[config.mk]
export PLATFORM = sky130hd
export DESIGN_NAME = buck_overcurrent_hiccup_control
export DESIGN_NICKNAME = d
export VERILOG_FILES = /design/src/design/buck_ocp_pkg.sv /design/src/design/strap_latch.sv /design/src/design/buck_overcurrent_hiccup_control.sv
export VERILOG_INCLUDE_DIRS = /design/src /design/src/design
export SDC_FILE = /design/constraint.sdc
export NUM_CORES = 1
export LEC_CHECK = 0
export BUFFER_PORTS_ARGS = -buffer_cell sky130_fd_sc_hd__buf_2
export CAP_MARGIN = 20
export CORE_MARGIN = 8
export CORE_UTILIZATION = 30
export DETAILED_ROUTE_END_ITERATION = 6
export SLEW_MARGIN = 10
export SYNTH_ARGS = -nofsm -noshare
export SYNTH_HDL_FRONTEND = slang
export SYNTH_SLANG_ARGS = --single-unit
export TNS_END_PERCENT = 5
[constraint.sdc]
create_clock -name hclk -period 5.9 [get_ports hclk]
set_input_delay 1.475 -clock hclk [delete_from_list [all_inputs] [get_ports hclk]]
set_output_delay 1.475 -clock hclk [all_outputs]
set_load 0.01 [all_outputs]
[src/design/buck_ocp_consts.svh]
// Purpose: Offsets, field positions, reset values and timing counts.
// Assumes: 125 MHz hclk, 32-bit AHB-Lite register bus.
// Notes:   Definitions only.
`ifndef BUCK_OCP_CONSTS_SVH
`define BUCK_OCP_CONSTS_SVH

`define OCP_CLK_PERIOD_NS   8
`define OCP_SS_TIME_NS      2800000
`define OCP_SS_CLKS \
  ((`OCP_SS_TIME_NS + `OCP_CLK_PERIOD_NS - 1) / `OCP_CLK_PERIOD_NS)
`define OCP_TON_MIN_NS      25
`define OCP_TON_MIN_CLKS \
  ((`OCP_TON_MIN_NS + `OCP_CLK_PERIOD_NS - 1) / `OCP_CLK_PERIOD_NS)
`define OCP_CLAMP_EVENTS    5'h10
`define OCP_HICCUP_TC       10'h200
`define OCP_CLEAN_CYCLES    3'h4
`define OCP_OFF_CYCLES      16384

`define OCP_PERIOD_RESET    16'h0138
`define OCP_PERIOD_MIN      16'h0008

`define OCP_ADDR_PERIOD     8'h00
`define OCP_ADDR_STATUS     8'h04
`define OCP_ADDR_COUNT      8'h08
`define OCP_ADDR_OFFCNT     8'h0C

`define OCP_ST_STATE_LSB    0
`define OCP_ST_CLAMP        4
`define OCP_ST_SKIP         5
`define OCP_ST_VOUT_LSB     6
`define OCP_ST_BIAS8        8
`define OCP_ST_COMP_INT     9
`define OCP_ST_VOUT_VALID   10
`define OCP_ST_COMP_VALID   11
`define OCP_CNT_CLAMP_LSB   16

`endif

[src/design/buck_ocp_pkg.sv]
// Purpose: Types shared by the overcurrent and hiccup supervisor.
// Assumes: Nothing beyond the constants header.
// Notes:   State codes are one-hot.
package buck_ocp_pkg;

  typedef enum logic [3:0] {
    ST_SOFT_START    = 4'h1,
    ST_WAIT_FEEDBACK = 4'h2,
    ST_RUN           = 4'h4,
    ST_OFF           = 4'h8
  } hic_state_e;

  typedef enum logic [1:0] {
    VOUT_3V3 = 2'h0,
    VOUT_5V0 = 2'h1,
    VOUT_12V = 2'h2,
    VOUT_EXT = 2'h3
  } vout_sel_e;

endpackage : buck_ocp_pkg

[src/design/strap_latch.sv]
// Purpose: Capture a strap value once and hold it until reset.
// Assumes: Reset is only released when supply power is reapplied.
// Notes:   The first cycle with capture_en high wins.
`timescale 1ns/10ps
module strap_latch #(
  parameter int W = 1
) (
  input  wire logic         hclk,
  input  wire logic         hresetn,
  input  wire logic         capture_en,
  input  wire logic [W-1:0] strap_in,
  output logic      [W-1:0] held,
  output logic              valid
);

  logic [W-1:0] held_r;
  logic [W-1:0] held_nxt;
  logic         valid_r;
  logic         valid_nxt;

  always_comb begin
    held_nxt  = held_r;
    valid_nxt = valid_r;
    if (capture_en && !valid_r) begin
      held_nxt  = strap_in;
      valid_nxt = 1'b1;
    end
  end

  always_ff @(posedge hclk or negedge hresetn) begin
    if (!hresetn) begin
      held_r  <= '0;
      valid_r <= 1'b0;
    end else begin
      held_r  <= held_nxt;
      valid_r <= valid_nxt;
    end
  end

  assign held  = held_r;
  assign valid = valid_r;

endmodule : strap_latch

[src/design/buck_overcurrent_hiccup_control.sv]
// Purpose: Current limit, soft-start clamp, hiccup sequencing and straps.
// Assumes: Comparator and strap inputs are synchronous to hclk.
// Notes:
// Notes on behaviour
// - Sensed current above limit ends the high-side pulse at once.
// - Enable the soft-start clamp only after sixteen overcurrent events.
// - After soft-start, count current-limit cycles up to 512.
// - Four clean switching cycles in a row clear the hiccup counter.
// - Terminal count with feedback above 400 mV restarts the counter.
// - Terminal count with feedback low discharges soft-start, stops drivers.
// - Off-time count of 16384 restarts soft-start.
// - Hiccup inactive in soft-start and until feedback first exceeds 0.4 V.
// - Decode output-voltage strap and choose the bias level from it.
// - Output-voltage choice captured once, held until power recycles.
// - Internal compensation only if the 100 kilohm strap is detected.
// - Compensation choice held until power recycles and bias undervoltage.
// - Below minimum on-time the converter skips pulses to keep regulating.
// - Soft-start lasts a fixed 2.8 ms before hiccup arms.
//
// Decided for this implementation: the AHB-Lite register port and the address map.
`timescale 1ns/10ps
`include "buck_ocp_consts.svh"
module buck_overcurrent_hiccup_control #(
  parameter int SS_CLKS    = `OCP_SS_CLKS,
  parameter int OFF_CYCLES = `OCP_OFF_CYCLES
) (
  input  wire logic        hclk,
  input  wire logic        hresetn,
  input  wire logic        hsel,
  input  wire logic [31:0] haddr,
  input  wire logic [1:0]  htrans,
  input  wire logic        hwrite,
  input  wire logic [2:0]  hsize,
  input  wire logic [31:0] hwdata,
  input  wire logic        hready,
  output logic             hreadyout,
  output logic             hresp,
  output logic      [31:0] hrdata,
  input  wire logic        current_limit_trip,
  input  wire logic        pwm_reset,
  input  wire logic        feedback_above_400mv,
  input  wire logic [1:0]  feedback_strap_code,
  input  wire logic        comp_strap_100k,
  input  wire logic        bias_uvlo,
  output logic             hs_drive,
  output logic             ls_drive,
  output logic             gate_enable,
  output logic             ss_discharge,
  output logic             ss_clamp_enable,
  output logic             pulse_skip,
  output logic [1:0]       vout_select,
  output logic             bias_8v_select,
  output logic             comp_internal
);

  ////////////////////////////////////////////////////////////////////////////
  // Declarations.

  localparam logic [18:0] SS_LAST  = 19'(SS_CLKS - 1);
  localparam logic [14:0] OFF_LAST = 15'(OFF_CYCLES - 1);
  localparam logic [3:0]  TON_MIN  = 4'(`OCP_TON_MIN_CLKS);

  buck_ocp_pkg::hic_state_e state_r, state_nxt;
  logic [18:0] ss_cnt_r, ss_cnt_nxt;
  logic [9:0]  hic_cnt_r, hic_cnt_nxt;
  logic [2:0]  clean_r, clean_nxt;
  logic [14:0] off_cnt_r, off_cnt_nxt;
  logic [4:0]  clamp_cnt_r, clamp_cnt_nxt;
  logic        clamp_en_r, clamp_en_nxt;
  logic        discharge_r, discharge_nxt;
  logic        gate_en_r, gate_en_nxt;

  logic [15:0] period_r, period_nxt;
  logic [15:0] phase_r, phase_nxt;
  logic        hs_r, hs_nxt;
  logic        ls_r, ls_nxt;
  logic        oc_seen_r, oc_seen_nxt;
  logic [3:0]  on_cnt_r, on_cnt_nxt;
  logic        skip_pend_r, skip_pend_nxt;
  logic        skip_r, skip_nxt;

  logic        sw_tick;
  logic        oc_event;
  logic        drive_ok;

  logic        ap_write_r, ap_write_nxt;
  logic [7:0]  ap_addr_r, ap_addr_nxt;
  logic [31:0] rdata_r, rdata_nxt;
  logic        addr_valid;

  logic [2:0]  vout_held;
  logic        vout_valid;
  logic        comp_held;
  logic        comp_valid;
  logic [2:0]  vout_decoded;

  ////////////////////////////////////////////////////////////////////////////
  // Start-up straps.

  // Bias level is 5 V for the two low fixed outputs, 8 V otherwise.
  always_comb begin
    vout_decoded = {1'b1, feedback_strap_code};
    if (feedback_strap_code == buck_ocp_pkg::VOUT_3V3 ||
        feedback_strap_code == buck_ocp_pkg::VOUT_5V0) begin
      vout_decoded = {1'b0, feedback_strap_code};
    end
  end

  strap_latch #(.W(3)) u_vout_strap (
    .hclk       (hclk),
    .hresetn    (hresetn),
    .capture_en (1'b1),
    .strap_in   (vout_decoded),
    .held       (vout_held),
    .valid      (vout_valid)
  );

  // Compensation is judged only once the bias rail is above undervoltage.
  strap_latch #(.W(1)) u_comp_strap (
    .hclk       (hclk),
    .hresetn    (hresetn),
    .capture_en (!bias_uvlo),
    .strap_in   (comp_strap_100k),
    .held       (comp_held),
    .valid      (comp_valid)
  );

  ////////////////////////////////////////////////////////////////////////////
  // Switching-cycle divider and high-side pulse.

  // A period shortened below the running phase ends the cycle at once.
  assign sw_tick  = (phase_r >= period_r - 16'h0001);
  assign drive_ok = (state_r != buck_ocp_pkg::ST_OFF);
  // A trip in the last clock of the cycle still counts for this cycle.
  assign oc_event = oc_seen_r | (hs_r & current_limit_trip);

  always_comb begin
    phase_nxt     = sw_tick ? 16'h0000 : phase_r + 16'h0001;
    hs_nxt        = hs_r;
    oc_seen_nxt   = oc_seen_r | (hs_r & current_limit_trip);
    on_cnt_nxt    = hs_r ? on_cnt_r + {3'h0, on_cnt_r != 4'hF} : on_cnt_r;
    skip_pend_nxt = skip_pend_r;
    skip_nxt      = skip_r;
    // No add on the count, so a saturated on-time cannot wrap to short.
    if (hs_r && pwm_reset && (on_cnt_r < TON_MIN - 4'h1)) begin
      skip_pend_nxt = 1'b1;
    end
    if (hs_r && (current_limit_trip || pwm_reset)) begin
      hs_nxt = 1'b0;
    end
    if (sw_tick) begin
      oc_seen_nxt   = 1'b0;
      on_cnt_nxt    = 4'h0;
      skip_nxt      = skip_pend_nxt;
      skip_pend_nxt = 1'b0;
      hs_nxt        = drive_ok && !skip_nxt;
    end
    if (!drive_ok || state_nxt == buck_ocp_pkg::ST_OFF) begin
      hs_nxt = 1'b0;
    end
    ls_nxt = gate_en_nxt && !hs_nxt;
  end

  always_ff @(posedge hclk or negedge hresetn) begin
    if (!hresetn) begin
      phase_r     <= 16'h0000;
      hs_r        <= 1'b0;
      ls_r        <= 1'b0;
      oc_seen_r   <= 1'b0;
      on_cnt_r    <= 4'h0;
      skip_pend_r <= 1'b0;
      skip_r      <= 1'b0;
    end else begin
      phase_r     <= phase_nxt;
      hs_r        <= hs_nxt;
      ls_r        <= ls_nxt;
      oc_seen_r   <= oc_seen_nxt;
      on_cnt_r    <= on_cnt_nxt;
      skip_pend_r <= skip_pend_nxt;
      skip_r      <= skip_nxt;
    end
  end

  ////////////////////////////////////////////////////////////////////////////
  // Soft-start, clamp and hiccup sequencer.

  always_comb begin
    state_nxt     = state_r;
    ss_cnt_nxt    = ss_cnt_r;
    hic_cnt_nxt   = hic_cnt_r;
    clean_nxt     = clean_r;
    off_cnt_nxt   = off_cnt_r;
    clamp_cnt_nxt = clamp_cnt_r;
    if (sw_tick && oc_event && drive_ok &&
        clamp_cnt_r != `OCP_CLAMP_EVENTS) begin
      clamp_cnt_nxt = clamp_cnt_r + 5'h01;
    end
    case (state_r)
      buck_ocp_pkg::ST_SOFT_START: begin
        ss_cnt_nxt = ss_cnt_r + 19'h00001;
        if (ss_cnt_r == SS_LAST) begin
          state_nxt = buck_ocp_pkg::ST_WAIT_FEEDBACK;
        end
      end
      buck_ocp_pkg::ST_WAIT_FEEDBACK: begin
        hic_cnt_nxt = 10'h000;
        clean_nxt   = 3'h0;
        if (feedback_above_400mv) begin
          state_nxt = buck_ocp_pkg::ST_RUN;
        end
      end
      buck_ocp_pkg::ST_RUN: begin
        if (sw_tick && oc_event) begin
          clean_nxt = 3'h0;
          if (hic_cnt_r == `OCP_HICCUP_TC - 10'h001) begin
            hic_cnt_nxt = 10'h000;
            if (!feedback_above_400mv) begin
              state_nxt   = buck_ocp_pkg::ST_OFF;
              off_cnt_nxt = 15'h0000;
            end
          end else begin
            hic_cnt_nxt = hic_cnt_r + 10'h001;
          end
        end else if (sw_tick) begin
          clean_nxt = clean_r + 3'h1;
          if (clean_r == `OCP_CLEAN_CYCLES - 3'h1) begin
            hic_cnt_nxt = 10'h000;
            clean_nxt   = 3'h0;
          end
        end
      end
      buck_ocp_pkg::ST_OFF: begin
        if (sw_tick) begin
          off_cnt_nxt = off_cnt_r + 15'h0001;
          if (off_cnt_r == OFF_LAST) begin
            state_nxt     = buck_ocp_pkg::ST_SOFT_START;
            ss_cnt_nxt    = 19'h00000;
            clamp_cnt_nxt = 5'h00;
          end
        end
      end
      default: begin
        state_nxt = buck_ocp_pkg::ST_SOFT_START;
      end
    endcase
    clamp_en_nxt  = (clamp_cnt_nxt == `OCP_CLAMP_EVENTS);
    discharge_nxt = (state_nxt == buck_ocp_pkg::ST_OFF);
    gate_en_nxt   = (state_nxt != buck_ocp_pkg::ST_OFF);
  end

  always_ff @(posedge hclk or negedge hresetn) begin
    if (!hresetn) begin
      state_r     <= buck_ocp_pkg::ST_SOFT_START;
      ss_cnt_r    <= 19'h00000;
      hic_cnt_r   <= 10'h000;
      clean_r     <= 3'h0;
      off_cnt_r   <= 15'h0000;
      clamp_cnt_r <= 5'h00;
      clamp_en_r  <= 1'b0;
      discharge_r <= 1'b0;
      gate_en_r   <= 1'b1;
    end else begin
      state_r     <= state_nxt;
      ss_cnt_r    <= ss_cnt_nxt;
      hic_cnt_r   <= hic_cnt_nxt;
      clean_r     <= clean_nxt;
      off_cnt_r   <= off_cnt_nxt;
      clamp_cnt_r <= clamp_cnt_nxt;
      clamp_en_r  <= clamp_en_nxt;
      discharge_r <= discharge_nxt;
      gate_en_r   <= gate_en_nxt;
    end
  end

  ////////////////////////////////////////////////////////////////////////////
  // AHB-Lite slave: zero wait states, read data prepared in address phase.

  assign addr_valid = hsel && hready && htrans[1];

  always_comb begin
    ap_write_nxt = addr_valid && hwrite;
    ap_addr_nxt  = addr_valid ? haddr[7:0] : ap_addr_r;
    period_nxt   = period_r;
    rdata_nxt    = 32'h00000000;
    if (ap_write_r && ap_addr_r == `OCP_ADDR_PERIOD) begin
      period_nxt = (hwdata[15:0] < `OCP_PERIOD_MIN) ?
                   `OCP_PERIOD_MIN : hwdata[15:0];
    end
    if (addr_valid && !hwrite) begin
      case (haddr[7:0])
        `OCP_ADDR_PERIOD: rdata_nxt[15:0] = period_nxt;
        `OCP_ADDR_STATUS: begin
          rdata_nxt[`OCP_ST_STATE_LSB +: 4] = state_r;
          rdata_nxt[`OCP_ST_CLAMP]          = clamp_en_r;
          rdata_nxt[`OCP_ST_SKIP]           = skip_r;
          rdata_nxt[`OCP_ST_VOUT_LSB +: 2]  = vout_held[1:0];
          rdata_nxt[`OCP_ST_BIAS8]          = vout_held[2];
          rdata_nxt[`OCP_ST_COMP_INT]       = comp_held;
          rdata_nxt[`OCP_ST_VOUT_VALID]     = vout_valid;
          rdata_nxt[`OCP_ST_COMP_VALID]     = comp_valid;
        end
        `OCP_ADDR_COUNT: begin
          rdata_nxt[9:0]                    = hic_cnt_r;
          rdata_nxt[`OCP_CNT_CLAMP_LSB +: 5] = clamp_cnt_r;
        end
        `OCP_ADDR_OFFCNT: rdata_nxt[14:0] = off_cnt_r;
        default:          rdata_nxt = 32'h00000000;
      endcase
    end
  end

  always_ff @(posedge hclk or negedge hresetn) begin
    if (!hresetn) begin
      ap_write_r <= 1'b0;
      ap_addr_r  <= 8'h00;
      period_r   <= `OCP_PERIOD_RESET;
      rdata_r    <= 32'h00000000;
    end else begin
      ap_write_r <= ap_write_nxt;
      ap_addr_r  <= ap_addr_nxt;
      period_r   <= period_nxt;
      rdata_r    <= rdata_nxt;
    end
  end

  ////////////////////////////////////////////////////////////////////////////
  // Outputs.

  assign hreadyout       = 1'b1;
  assign hresp           = 1'b0;
  assign hrdata          = rdata_r;
  assign hs_drive        = hs_r;
  assign ls_drive        = ls_r;
  assign gate_enable     = gate_en_r;
  assign ss_discharge    = discharge_r;
  assign ss_clamp_enable = clamp_en_r;
  assign pulse_skip      = skip_r;
  assign vout_select     = vout_held[1:0];
  assign bias_8v_select  = vout_held[2];
  assign comp_internal   = comp_held;

endmodule : buck_overcurrent_hiccup_control

# == Yosys cells after proc, flatten, opt, wreduce, memory -nomap -nowiden ==
# Cells that the tools add are included.
# op_classes
magnitude_cmp,3
shift,0
add_sub_neg,8
div_mod_pow,0
muxes,47
reduce_logical,34
n_mul,0
n_bitwise,2
n_eq_ne,25
# ops
op,n
$mux W15,4
$mux W16,3
$mux W10,4
$pmux W10 S4,1
$mux W19,2
$pmux W19 S2,1
$mux W4,9
$pmux W15 S2,1
$mux W5,5
$mux W21,1
$pmux W10 S2,1
$add A19 B1 Y19 const B,1
$eq A19 B19 Y1 const B,1
$add A16 B1 Y16 const B,1
$eq A8 B4 Y1 const B,2
$ge A16 B16 Y1,1
$logic_not A8 Y1,2
$lt A16 B4 Y1 const B,1
$pmux W4 S4,1
$sub A16 B1 Y16 const B,1
$add A15 B1 Y15 const B,1
$eq A15 B14 Y1 const B,1
$logic_and A1 B1 Y1,14
$mux W3,4
other kinds (30),56
# totals
romBits,0
ram_bits,0
word_cells,143
regBits,147
memories,0
latch_bits,0
input_bits,81

# == Longest topological paths before layout ==
# Gate-level depths: netlist (run 1).
# logic_depth
word_depth,10
depth_mapped,15

# == By module ==
# Synthesis (run 1) repeated with hierarchy kept, for this count alone.
# unflattened
cells_unflattened,691
hier_area_um2,7211.9
# by_module_without_submodules
mod,seq_area_each_um2,area_per_inst_um2,cells_each,instances
buck_overcurrent_hiccup_control,3260.6,6961.7,677,1
strap_latch at u_vout_strap,100.1,165.2,9,1
strap_latch at u_comp_strap,50.0,85.1,5,1

# == Least setup slack after synthesis (run 1) ==
# Ideal clock, no wire load.
# synth_path
path_kind,reg-to-reg
start,register period_r[2]
end,register off_cnt_r[10]
slack_ps,2276
path_stages_with_launch,16
setup_ps,130
arrival_ps,3494
path_cell_list,dfrtp_1 nor4_1 nand3b_1 nor2_1 nand3_1 nor4_1 xnor2_1 ha_1 nand4_1 nor4_1 o31ai_2 a311oi_1 and2_1 buf_2 buf_4 a21oi_1
# synth_between
elab_chain_cells,5
elab_cells_between_ends,6
# synth_lines
item,line_no,source
from (decl),buck_overcurrent_hiccup_control.sv:73,"logic [15:0] period_r, period_nxt;"
from (signal assigned),buck_overcurrent_hiccup_control.sv:316,period_r <= `OCP_PERIOD_RESET;
from (signal assigned),buck_overcurrent_hiccup_control.sv:321,period_r <= period_nxt;
$sub A16 B1 Y16 *,buck_overcurrent_hiccup_control.sv:132,assign sw_tick = (phase_r >= period_r - 16'h0001);
$ge A16 B16 Y1 *,buck_overcurrent_hiccup_control.sv:132,
$logic_and A1 B1 Y1,buck_overcurrent_hiccup_control.sv:213,if (sw_tick && oc_event) begin
$ne A2 B2 Y1 (no line),--,
$reduce_and A5 Y1 (no line) *,--,
to (signal assigned),buck_overcurrent_hiccup_control.sv:267,off_cnt_r <= off_cnt_nxt;
to (decl),buck_overcurrent_hiccup_control.sv:67,"logic [14:0] off_cnt_r, off_cnt_nxt;"
# Mark *: on every way between the ends. The rest lies on a longest branch, timed or not.
# A chain may end at the register's enable or synchronous reset.

# == Worst setup path after layout (run 1) ==
# layout_path
start,register period_r[2]
end,register off_cnt_r[11]
# Same word-level chain as after synthesis.

==> results.tsv, run 1 <==
metric	value	unit
crit path max-delay cell type	sky130_fd_sc_hd__and2_1	
number of nets with antenna violations after routing	0	
top-level port count	125	
height of the die	170.8	um
static leakage power	0.003798	uW
max-cap check violation count	0	
count of endpoints failing hold in the final timing report	0	
register area share after synthesis	47.47	%
number of buffers inserted by hold repair at cts	0	
clock buffers created by TritonCTS	17	
synthesized flop and latch total	136	
total number of vias	5419	
number of antenna violations at the first check in global routing	1	
post-synthesis instance total	689	
DRC violation total after the first TritonRoute iteration	299	
1st-pass router iterations	5	
initial core utilization	30.61	%
total setup violations reported at the end of the flow	0	
# port buffers	67	
All-Layer GR Usage	12.51	%
clock sink count	136	
cells traversed along the worst timing path	nor4_1 -> nand3b_1 -> nor2_1 -> nand3_1 -> nor4_1 -> xnor2_1 -> ha_1 -> nand4_1 -> nor4_1 -> o31ai_2 -> a311oi_1 -> buf_4 -> and2_1 -> o21ba_2	
Setup crit end kind	flip-flop	
worst setup path category	reg -> reg	
maximum single-stage delay on the critical path	0.61	ns
wire length after detailed routing	17.67	mm
core region area	23470	um2
pwr/cell area	289.6	nW/um2
vias in the first global route	5525	
Final #Nets	869	
Total Die Area	29160	um2
required time of the worst setup path	6.21	ns
CTS tree	yes	
post-DR wirelength/cell	16.15	um
R2R depth	14	
DRC violations left	0	
setup tns final	0	ns
maximum clock skew at final layout	0.01054	ns
via count normalized by instance count	4.953	
post-synth top area share	45.28	%
Pins Over Slew Limit	0	
Hold WC Path Type	reg -> reg	
cell repeated most along the worst path	sky130_fd_sc_hd__nor4_1	
outcome	completed	
pin count of the biggest net entering global routing	105	
CP Launch Type	flip-flop	
width of the chip	170.8	um
cell depth of the worst hold path	1	
shortest clock period the worst path allows after layout	4.745	ns
leading cell types by total area after synthesis	sky130_fd_sc_hd__dfrtp_1 45%, sky130_fd_sc_hd__ha_1 4.5%, sky130_fd_sc_hd__nor2_1 4.4%	
number of buffer and inverter stages on the critical path	1	
fraction of layout cells with a size suffix above 1	20.90	%
delay-heaviest family, CP	simple AND/OR/NAND/NOR gates	
total overflow reported by the global router	0	
RSZ-0062 raised after global routing	false	
detailed placement HPWL	12.89	mm
number of synthesized flops with an enable pin	0	
Rows	56	
Peak supply drop	0.0001973	V
top achievable clock speed	210.7	MHz
Least-Margin Pin Slew	0.9679	ns
post-CTS setup repair buffer count	0	
number of inserted diodes	0	
count of cell instances traversed by the critical path	14	
Syn-to-layout area delta	17.64	%
worst endpoint data arrival time	5.06	ns
tightest slew margin relative to the limit	35.47	%
clock network latency to the later pin of the worst-skew pair	0.42	ns
number of warnings issued by yosys	0	
largest area contributor in the synthesized netlist	sky130_fd_sc_hd__dfrtp_1	
clock transition at the registers of the reported paths	0.06	ns
part of the cycle the worst path needs	80.43	%
post-synthesis instance area	7184	um2
most used flip-flop cell after synthesis	sky130_fd_sc_hd__dfrtp_1	
fin cells	1094	
# placed instances	1062	
clock root buffer	sky130_fd_sc_hd__clkbuf_16	
global-route wire length before repair	28.92	mm
H-tree lvl count	4	
crit path max fanout	18	
number of buffers between clock root and the deepest sink	2	
FFs w/ async S/R, synth	100.0	%
mean instance size in the synthesized netlist	10.43	um2
Synth cell types	61	
weighted congestion reported at the end of routability-driven placement	0.7731	
number of gates resized after CTS	0	
==> layer usage <==
layer	GRT usage, %	share of wire [%]
met1	15.60	45
met2	20.88	49
met3	2.950	3.9
met4	4.462	2.1
met5	0	0.074
==> logic make-up after synthesis <==
logic type / count (synthesis) / synth area share (%)
and+or+nand+nor: 289 / 21.26
DFF: 136 / 47.47
AOI/OAI and AO/OA: 96 / 9.213
xor gates and xnor gates: 49 / 5.974
buffers and inverters: 49 / 3.378
muxes: 42 / 8.063
adders and majority gates: 26 / 4.528
other: 2 / 0.1045
==> flip-flops by register name, indices dropped and copies added (netlist names), 4 cells and up <==
name         flops
hrdata          21
ss_cnt_r        19
period_r        16
phase_r         16
off_cnt_r       15
hic_cnt_r       10
ap_addr_r        8
clamp_cnt_r      5
on_cnt_r         4
state_r          4
==> metrics by stage <==
stage | total power (uW) | cell area (um2) | util (%) | setup slack [ns] | hold slack (ns)
6_report | 2448 | 8452 | 36.01 | 1.155 | 0.4977
5_1_grt | 2573 | 8452 | 36.01 | 0.7150 | 0.5089
4_1_cts | 2478 | 8452 | 36.01 | 1.201 | 0.4931
3_5_place_dp | 1398 | 7859 | 33.48 | 1.220 | 0.4796
3_3_place_gp | 1386 | 7859 | 33.48 | 1.268 | 0.4657
2_1_floorplan | 1299 | 7229 | - | 2.276 | 0.4522
==> report_power, final <==
| part | switching, uW | total (uW) | internal [uW] | leakage [uW] |
|---|---|---|---|---|
| clock network | 410 | 1070 | 657 | 0.000283 |
| registers | 82.3 | 1090 | 1010 | 0.00179 |
| logic | 152 | 289 | 138 | 0.00173 |
==> cells in the final DEF, fill, tap and decap left out, types with 5 or more instances in the layout <==
cell type,instances
sky130_fd_sc_hd__a21oi_1,27
sky130_fd_sc_hd__a221o_1,5
sky130_fd_sc_hd__a31oi_1,8
sky130_fd_sc_hd__and2_1,13
sky130_fd_sc_hd__and3_1,17
sky130_fd_sc_hd__buf_2,66
sky130_fd_sc_hd__buf_4,9
sky130_fd_sc_hd__clkbuf_16,17
sky130_fd_sc_hd__conb_1,14
sky130_fd_sc_hd__dfrtp_1,130
sky130_fd_sc_hd__dfstp_2,6
sky130_fd_sc_hd__ha_1,26
sky130_fd_sc_hd__inv_1,15
sky130_fd_sc_hd__mux2_2,27
sky130_fd_sc_hd__mux2i_1,5
sky130_fd_sc_hd__mux4_2,10
sky130_fd_sc_hd__nand2_1,41
sky130_fd_sc_hd__nand3_1,35
sky130_fd_sc_hd__nand4_1,22
sky130_fd_sc_hd__nor2_1,84
sky130_fd_sc_hd__nor2b_1,15
sky130_fd_sc_hd__nor3_1,10
sky130_fd_sc_hd__nor4_1,7
sky130_fd_sc_hd__o21ai_0,14
sky130_fd_sc_hd__o31ai_1,9
sky130_fd_sc_hd__or3_1,7
sky130_fd_sc_hd__or4_1,11
sky130_fd_sc_hd__xnor2_1,27
sky130_fd_sc_hd__xor2_1,22
==> worst paths after layout <==
kind	startpoint	endpoint	slack, ns
setup / recovery	period_r[2]	off_cnt_r[11]	1.15
hold / removal	clean_r[2]	clean_r[2]	0.50
setup reg to reg	period_r[2]	off_cnt_r[11]	1.15
hold reg to reg	clean_r[2]	clean_r[2]	0.50
max in group asynchronous	hresetn	state_r[0]	3.66
min in group asynchronous	hresetn	phase_r[10]	1.16
==> cell usage after synthesis (3+ instances only) <==
library cell	n
sky130_fd_sc_hd__nor3b_1	4
sky130_fd_sc_hd__a22oi_1	3
sky130_fd_sc_hd__buf_4	14
sky130_fd_sc_hd__mux2_2	27
sky130_fd_sc_hd__dfrtp_1	130
sky130_fd_sc_hd__nor2_1	84
sky130_fd_sc_hd__or3_1	7
sky130_fd_sc_hd__mux2i_1	5
sky130_fd_sc_hd__xnor2_1	27
sky130_fd_sc_hd__nor3_1	10
sky130_fd_sc_hd__a221o_1	5
sky130_fd_sc_hd__nor2b_1	15
sky130_fd_sc_hd__and2_1	13
sky130_fd_sc_hd__nand3_1	35
sky130_fd_sc_hd__inv_1	15
sky130_fd_sc_hd__a21oi_1	27
sky130_fd_sc_hd__nand4_1	22
sky130_fd_sc_hd__or2_2	4
sky130_fd_sc_hd__o31ai_1	9
sky130_fd_sc_hd__ha_1	26
sky130_fd_sc_hd__nor4_1	7
sky130_fd_sc_hd__a311oi_1	3
sky130_fd_sc_hd__a31oi_1	8
sky130_fd_sc_hd__a22o_1	4
sky130_fd_sc_hd__clkbuf_1	14
sky130_fd_sc_hd__o21ai_0	14
sky130_fd_sc_hd__mux4_2	10
sky130_fd_sc_hd__or4_1	11
sky130_fd_sc_hd__nand3b_1	3
sky130_fd_sc_hd__o21a_1	4
sky130_fd_sc_hd__nand2_1	41
sky130_fd_sc_hd__dfstp_2	6
sky130_fd_sc_hd__xor2_1	22
sky130_fd_sc_hd__nor4b_1	4
sky130_fd_sc_hd__buf_2	5
sky130_fd_sc_hd__and3_1	17
==> final cells by class <==
cell class	count	area, um2
Fill cell	2329	15020
Timing Repair Buffer	76	409.1
Multi-Input combinational cell	516	3583
Clock buffer	22	474.2
Clock inverter	10	118.9
Sequential cell	136	3411
Tap cell	319	399.1
Inverter	15	56.30
Power figures use the tool's default switching activity.
==> run 2, diff against run 1 <==
==> constraint.sdc (replaced) <==
create_clock -name hclk -period 4.7 [get_ports hclk]
set_input_delay 1.175 -clock hclk [delete_from_list [all_inputs] [get_ports hclk]]
set_output_delay 1.175 -clock hclk [all_outputs]
set_load 0.01 [all_outputs]
==> run 2 against run 1 <==
  * Fmax rose by 14%
  * Final area rose by 0.12%
  * Largest power group unchanged
  * Clock skew fell by 0.00085 ns
  * Register-to-register slack got worse by 0.63 ns
  * Setup slack got worse by 0.63 ns
  * Clock power rose by 16%
  * Clock-buffer cell count fell by 2
  * Hold slack got worse by 0.0039 ns
  * Sequential share of layout area barely moved
  * First-iteration DRC count rose by 22%
==> results.tsv, run 2 (same netlist as run 1, synthesis figures left out) <==
metric	value	unit
initial core utilization	30.61	%
clock buffers created by TritonCTS	17	
width of the chip	170.8	um
total number of vias	5376	
number of buffers between clock root and the deepest sink	2	
Setup crit end kind	flip-flop	
core region area	23470	um2
H-tree lvl count	4	
height of the die	170.8	um
wire length after detailed routing	17.43	mm
tightest slew margin relative to the limit	35.38	%
endpoint of the worst hold path	clean_r[2]	
worst endpoint data arrival time	4.51	ns
R2R depth	14	
global-route wire length before repair	28.98	mm
count of endpoints failing hold in the final timing report	0	
flip-flop count of the largest register after layout	21	
Final #Nets	875	
DRC violation total after the first TritonRoute iteration	366	
Rows	56	
clock network latency to the later pin of the worst-skew pair	0.42	ns
post-DR wirelength/cell	15.85	um
required time of the worst setup path	5.04	ns
launching element of the worst setup path	period_r[2]	
most common cell after layout, fill and taps aside	sky130_fd_sc_hd__dfrtp_1	
detailed placement HPWL	12.92	mm
internal reg-to-reg setup slack	0.52	ns
via count normalized by instance count	4.887	
static leakage power	0.003805	uW
top achievable clock speed	239.3	MHz
All-Layer GR Usage	12.50	%
weighted congestion reported at the end of routability-driven placement	0.8224	
RSZ-0062 raised after global routing	false	
# port buffers	67	
pin count of the biggest net entering global routing	75	
part of the cycle the worst path needs	88.91	%
Hold WC Path Type	reg -> reg	
clock root buffer	sky130_fd_sc_hd__clkbuf_16	
DRC violations left	0	
Pins Over Slew Limit	0	
setup tns final	0	ns
cell depth of the worst hold path	1	
Peak supply drop	0.0002437	V
top-level port count	125	
Total Die Area	29160	um2
worst setup path category	reg -> reg	
Least-Margin Pin Slew	0.9559	ns
total overflow reported by the global router	0	
max-cap check violation count	0	
CTS tree	yes	
shortest clock period the worst path allows after layout	4.179	ns
CP Launch Type	flip-flop	
vias in the first global route	5512	
R2R Path End	off_cnt_r[7]	
fraction of layout cells with a size suffix above 1	21.77	%
clock transition at the registers of the reported paths	0.06	ns
number of nets with antenna violations after routing	0	
leading cell types in the layout, fill and taps excluded	130 x sky130_fd_sc_hd__dfrtp_1, 84 x sky130_fd_sc_hd__nor2_1, 66 x sky130_fd_sc_hd__buf_2	
crit path max fanout	7	
origin of the worst min-delay path	clean_r[2]	
clock sink count	136	
pwr/cell area	350.2	nW/um2
Syn-to-layout area delta	17.78	%
number of antenna violations at the first check in global routing	1	
outcome	completed	
1st-pass router iterations	5	
maximum clock skew at final layout	0.009690	ns
final total power	2963	uW
number of inserted diodes	0	
total setup violations reported at the end of the flow	0	
reg-to-reg startpoint	period_r[2]	
[run 2: cell count changes in the layout (fill, tap and decap cells not counted), sizes merged]
cell and change:
clkinv +2, inv +1, clkbuf -2, buf +6, clkinvlp +1, bufinv -2
[run 2: worst max-delay path by stage]
stage / end / slack [ns] / cells past startpoint
final: off_cnt_r[7] / 0.52 / 14
after global routing: off_cnt_r[7] / 0.04 / 14
after CTS: off_cnt_r[12] / 0.36 / 13
after detailed placement: off_cnt_r[12] / 0.38 / 13
after global placement: off_cnt_r[12] / 0.49 / 13
after floorplan: off_cnt_r[10] / 1.08 / 15
[run 2: layout make-up]
class / count / area, um2
Timing Repair Buffer: 82 / 454.2
Multi-Input combinational cell: 516 / 3590
Clock buffer: 20 / 456.7
Clock inverter: 12 / 95.09
Tap cell: 319 / 399.1
Sequential cell: 136 / 3411
Inverter: 15 / 56.30
Fill cell: 2337 / 15010
[run 2: power by group]
part,leakage [uW],switching [uW],internal [uW],total [uW]
Sequential,0.00179,103,1270,1370
Combinational,0.00176,186,173,359
Clock,0.000261,528,709,1240
Total,0.00380,816,2150,2960
[run 2: repair_timing]
action	CTS	global route
hold buffers	0	0
gates resized for setup	0	1
setup buffers	0	0
endpoints found under the setup margin	0	13
[run 2: per-layer routing]
layer	up-vias	wire (um)	GRT usage, %
met1	2632	7811	15.93
met3	25	847	3.042
met4	2	402	5.149
met2	89	8361	20.05
met5	-	10	0
li1	2628	-	-
[run 2: critical path, stage by stage (launching register included)]
cell and delay, ns:
sky130_fd_sc_hd__dfrtp_1 0.44, sky130_fd_sc_hd__nor4_2 0.42, sky130_fd_sc_hd__nand3b_1 0.15, sky130_fd_sc_hd__nor2_1 0.15
sky130_fd_sc_hd__nand3_1 0.14, sky130_fd_sc_hd__nor4_1 0.25, sky130_fd_sc_hd__xnor2_1 0.13, sky130_fd_sc_hd__ha_1 0.31
sky130_fd_sc_hd__nand4_1 0.19, sky130_fd_sc_hd__nor4_1 0.54, sky130_fd_sc_hd__o31a_1 0.32, sky130_fd_sc_hd__nor3_1 0.15
sky130_fd_sc_hd__buf_4 0.23, sky130_fd_sc_hd__or4_1 0.49, sky130_fd_sc_hd__a21oi_1 0.18
[run 2: metrics by stage]
stage | util (%) | hold WS [ns] | instance area, um2 | instances | worst slack (ns)
floorplan | - | 0.4522 | 7229 | 701 | 1.076
global placement | 33.64 | 0.4709 | 7896 | 1067 | 0.4926
detailed placement | 33.64 | 0.4797 | 7896 | 1067 | 0.3823
CTS | 35.99 | 0.4929 | 8448 | 1099 | 0.3635
global route | 36.05 | 0.5219 | 8462 | 1100 | 0.04456
finish | 36.05 | 0.4938 | 8462 | 1100 | 0.5214
==> run 3, diff against run 2 <==
--- a/config.mk
+++ b/config.mk
@@ -8,9 +8,12 @@
 export LEC_CHECK = 0
 export BUFFER_PORTS_ARGS = -buffer_cell sky130_fd_sc_hd__buf_2
 export CAP_MARGIN = 20
+export CELL_PAD_IN_SITES_DETAIL_PLACEMENT = 0
+export CELL_PAD_IN_SITES_GLOBAL_PLACEMENT = 1
 export CORE_MARGIN = 8
 export CORE_UTILIZATION = 30
 export DETAILED_ROUTE_END_ITERATION = 6
+export PLACE_DENSITY_LB_ADDON = 0.1
 export SLEW_MARGIN = 10
 export SYNTH_ARGS = -nofsm -noshare
 export SYNTH_HDL_FRONTEND = slang
==> run 3 against run 2 <==
  * Sequential share of layout area down 0.31 points
  * Via count is 2.3% higher
  * Wire length rose by 12%
  * Combinational power is 4% higher
  * Total power up 4.6%
  * Clock power increased by 9%
  * Fmax decreased by 0.39%
  * Hold slack gained 0.0080 ns
  * First-iteration DRC count down 25%
  * Critical path type unchanged
  * Largest cell class unchanged
  * Highest routed layer is now met4
==> results.tsv, run 3 (same netlist as run 1, synthesis figures left out) <==
metric	value	unit
number of buffers between clock root and the deepest sink	2	
Peak supply drop	0.0001914	V
number of nets with antenna violations after routing	0	
shortest clock period the worst path allows after layout	4.195	ns
clock root buffer	sky130_fd_sc_hd__clkbuf_16	
H-tree lvl count	4	
total of fill cells in the finished design	2370	
initial core utilization	30.61	%
post-DR wirelength/cell	17.78	um
DRC violations left	0	
Syn-to-layout area delta	18.69	%
register area	3411	um2
detailed placement HPWL	14.11	mm
final cell utilization of the core	36.33	%
part of the cycle the worst path needs	89.25	%
top achievable clock speed	238.4	MHz
width of the chip	170.8	um
internal reg-to-reg setup slack	0.51	ns
weighted congestion reported at the end of routability-driven placement	0.7783	
Total Die Area	29160	um2
CP Launch Type	flip-flop	
endpoint of the worst hold path	clean_r[2]	
Setup crit end kind	flip-flop	
pwr/cell area	363.5	nW/um2
clock sink count	136	
core region area	23470	um2
flip-flop count of the largest register after layout	21	
clock transition at the registers of the reported paths	0.06	ns
# port buffers	67	
reg-to-reg startpoint	period_r[2]	
crit path max fanout	7	
All-Layer GR Usage	13.81	%
global-route wire length before repair	31.41	mm
total overflow reported by the global router	0	
most common cell after layout, fill and taps aside	sky130_fd_sc_hd__dfrtp_1	
Final #Nets	874	
wire length after detailed routing	19.54	mm
vias in the first global route	5667	
via count normalized by instance count	5.005	
max-cap check violation count	0	
number of buffers inserted by hold repair at cts	0	
Rows	56	
required time of the worst setup path	5.04	ns
cell depth of the worst hold path	1	
outcome	completed	
total number of vias	5500	
leading cell types in the layout, fill and taps excluded	130 x sky130_fd_sc_hd__dfrtp_1, 84 x sky130_fd_sc_hd__nor2_1, 66 x sky130_fd_sc_hd__buf_2	
final total power	3099	uW
multi-input combinational cell area	3593	um2
origin of the worst min-delay path	clean_r[2]	
count of endpoints failing hold in the final timing report	0	
RSZ-0062 raised after global routing	false	
post-CTS setup repair buffer count	0	
setup tns final	0	ns
pre-CTS setup slack	0.5240	ns
clock network latency to the later pin of the worst-skew pair	0.42	ns
height of the die	170.8	um
setup slack after layout	0.5052	ns
number of inserted diodes	0	
number of antenna violations at the first check in global routing	0	
tightest slew margin relative to the limit	36.49	%
Hold WC Path Type	reg -> reg	
worst setup path category	reg -> reg	
static leakage power	0.003829	uW
R2R depth	14	
maximum clock skew at final layout	0.01333	ns
top-level port count	125	
worst endpoint data arrival time	4.53	ns
1st-pass router iterations	4	
total setup violations reported at the end of the flow	0	
CTS tree	yes	
fraction of layout cells with a size suffix above 1	21.54	%
pin count of the biggest net entering global routing	107	
R2R Path End	off_cnt_r[5]	
clock buffers created by TritonCTS	17	
number of gates resized after CTS	0	
Least-Margin Pin Slew	0.9426	ns
Pins Over Slew Limit	0	
DRC violation total after the first TritonRoute iteration	276	
==> run 3: changes by cell type in the layout (fill, tap and decap cells not counted), sizes merged <==
cell and delta:
bufinv +2, clkbuf -1, clkinvlp -1, buf -1
==> run 3: critical path, stage by stage, from the launching register on <==
cell and delay [ns]:
sky130_fd_sc_hd__dfrtp_1 0.44, sky130_fd_sc_hd__nor4_1 0.38, sky130_fd_sc_hd__nand3b_1 0.14, sky130_fd_sc_hd__nor2_1 0.14
sky130_fd_sc_hd__nand3_1 0.13, sky130_fd_sc_hd__nor4_1 0.26, sky130_fd_sc_hd__xnor2_1 0.13, sky130_fd_sc_hd__ha_1 0.30
sky130_fd_sc_hd__nand4_1 0.19, sky130_fd_sc_hd__nor4_1 0.53, sky130_fd_sc_hd__o31a_1 0.37, sky130_fd_sc_hd__nor3_1 0.17
sky130_fd_sc_hd__buf_4 0.26, sky130_fd_sc_hd__or4_1 0.50, sky130_fd_sc_hd__a21oi_1 0.16
==> run 3: layer usage <==
layer	GRT usage [%]	vias up	routed length, um
li1	-	2635	-
met3	3.273	14	833
met5	0	-	0
met4	3.738	0	240
met2	23.33	106	9764
met1	17.40	2745	8700
==> run 3: worst max-delay path by stage <==
| stage | startpoint | depth (start not counted) | to | slack, ns |
|---|---|---|---|---|
| CTS | period_r[2] | 14 | hic_cnt_r[0] | 0.49 |
| detailed placement | period_r[2] | 14 | off_cnt_r[11] | 0.52 |
| floorplan | period_r[2] | 15 | off_cnt_r[10] | 1.08 |
| finish | period_r[2] | 14 | off_cnt_r[5] | 0.51 |
| global placement | period_r[2] | 14 | hic_cnt_r[9] | 0.54 |
| global route | period_r[2] | 14 | off_cnt_r[5] | 0.06 |
==> run 3: power breakdown <==
group / leakage (uW) / switching, uW / internal (uW)
combinational: 0.00176 / 196 / 177
clock: 0.000280 / 553 / 801
sequential: 0.00179 / 108 / 1260
total: 0.00383 / 856 / 2240
==> run 3: cell type report <==
type	count	share of cell area (%)
clock buffers	19	5.194
inverters	15	0.6603
clock inverters	13	1.702
well taps	319	4.681
multi-input cells	516	42.14
repair buffers	81	5.620
flip-flops and latches	136	40.00
==> run 3: metrics by stage <==
step	hold slack (ns)	instance area [um2]	std cells
global route	0.5229	8527	1099
floorplan	0.4522	7229	701
CTS	0.5030	8489	1098
global placement	0.4670	7901	1066
detailed placement	0.4883	7901	1066
finish	0.5018	8527	1099
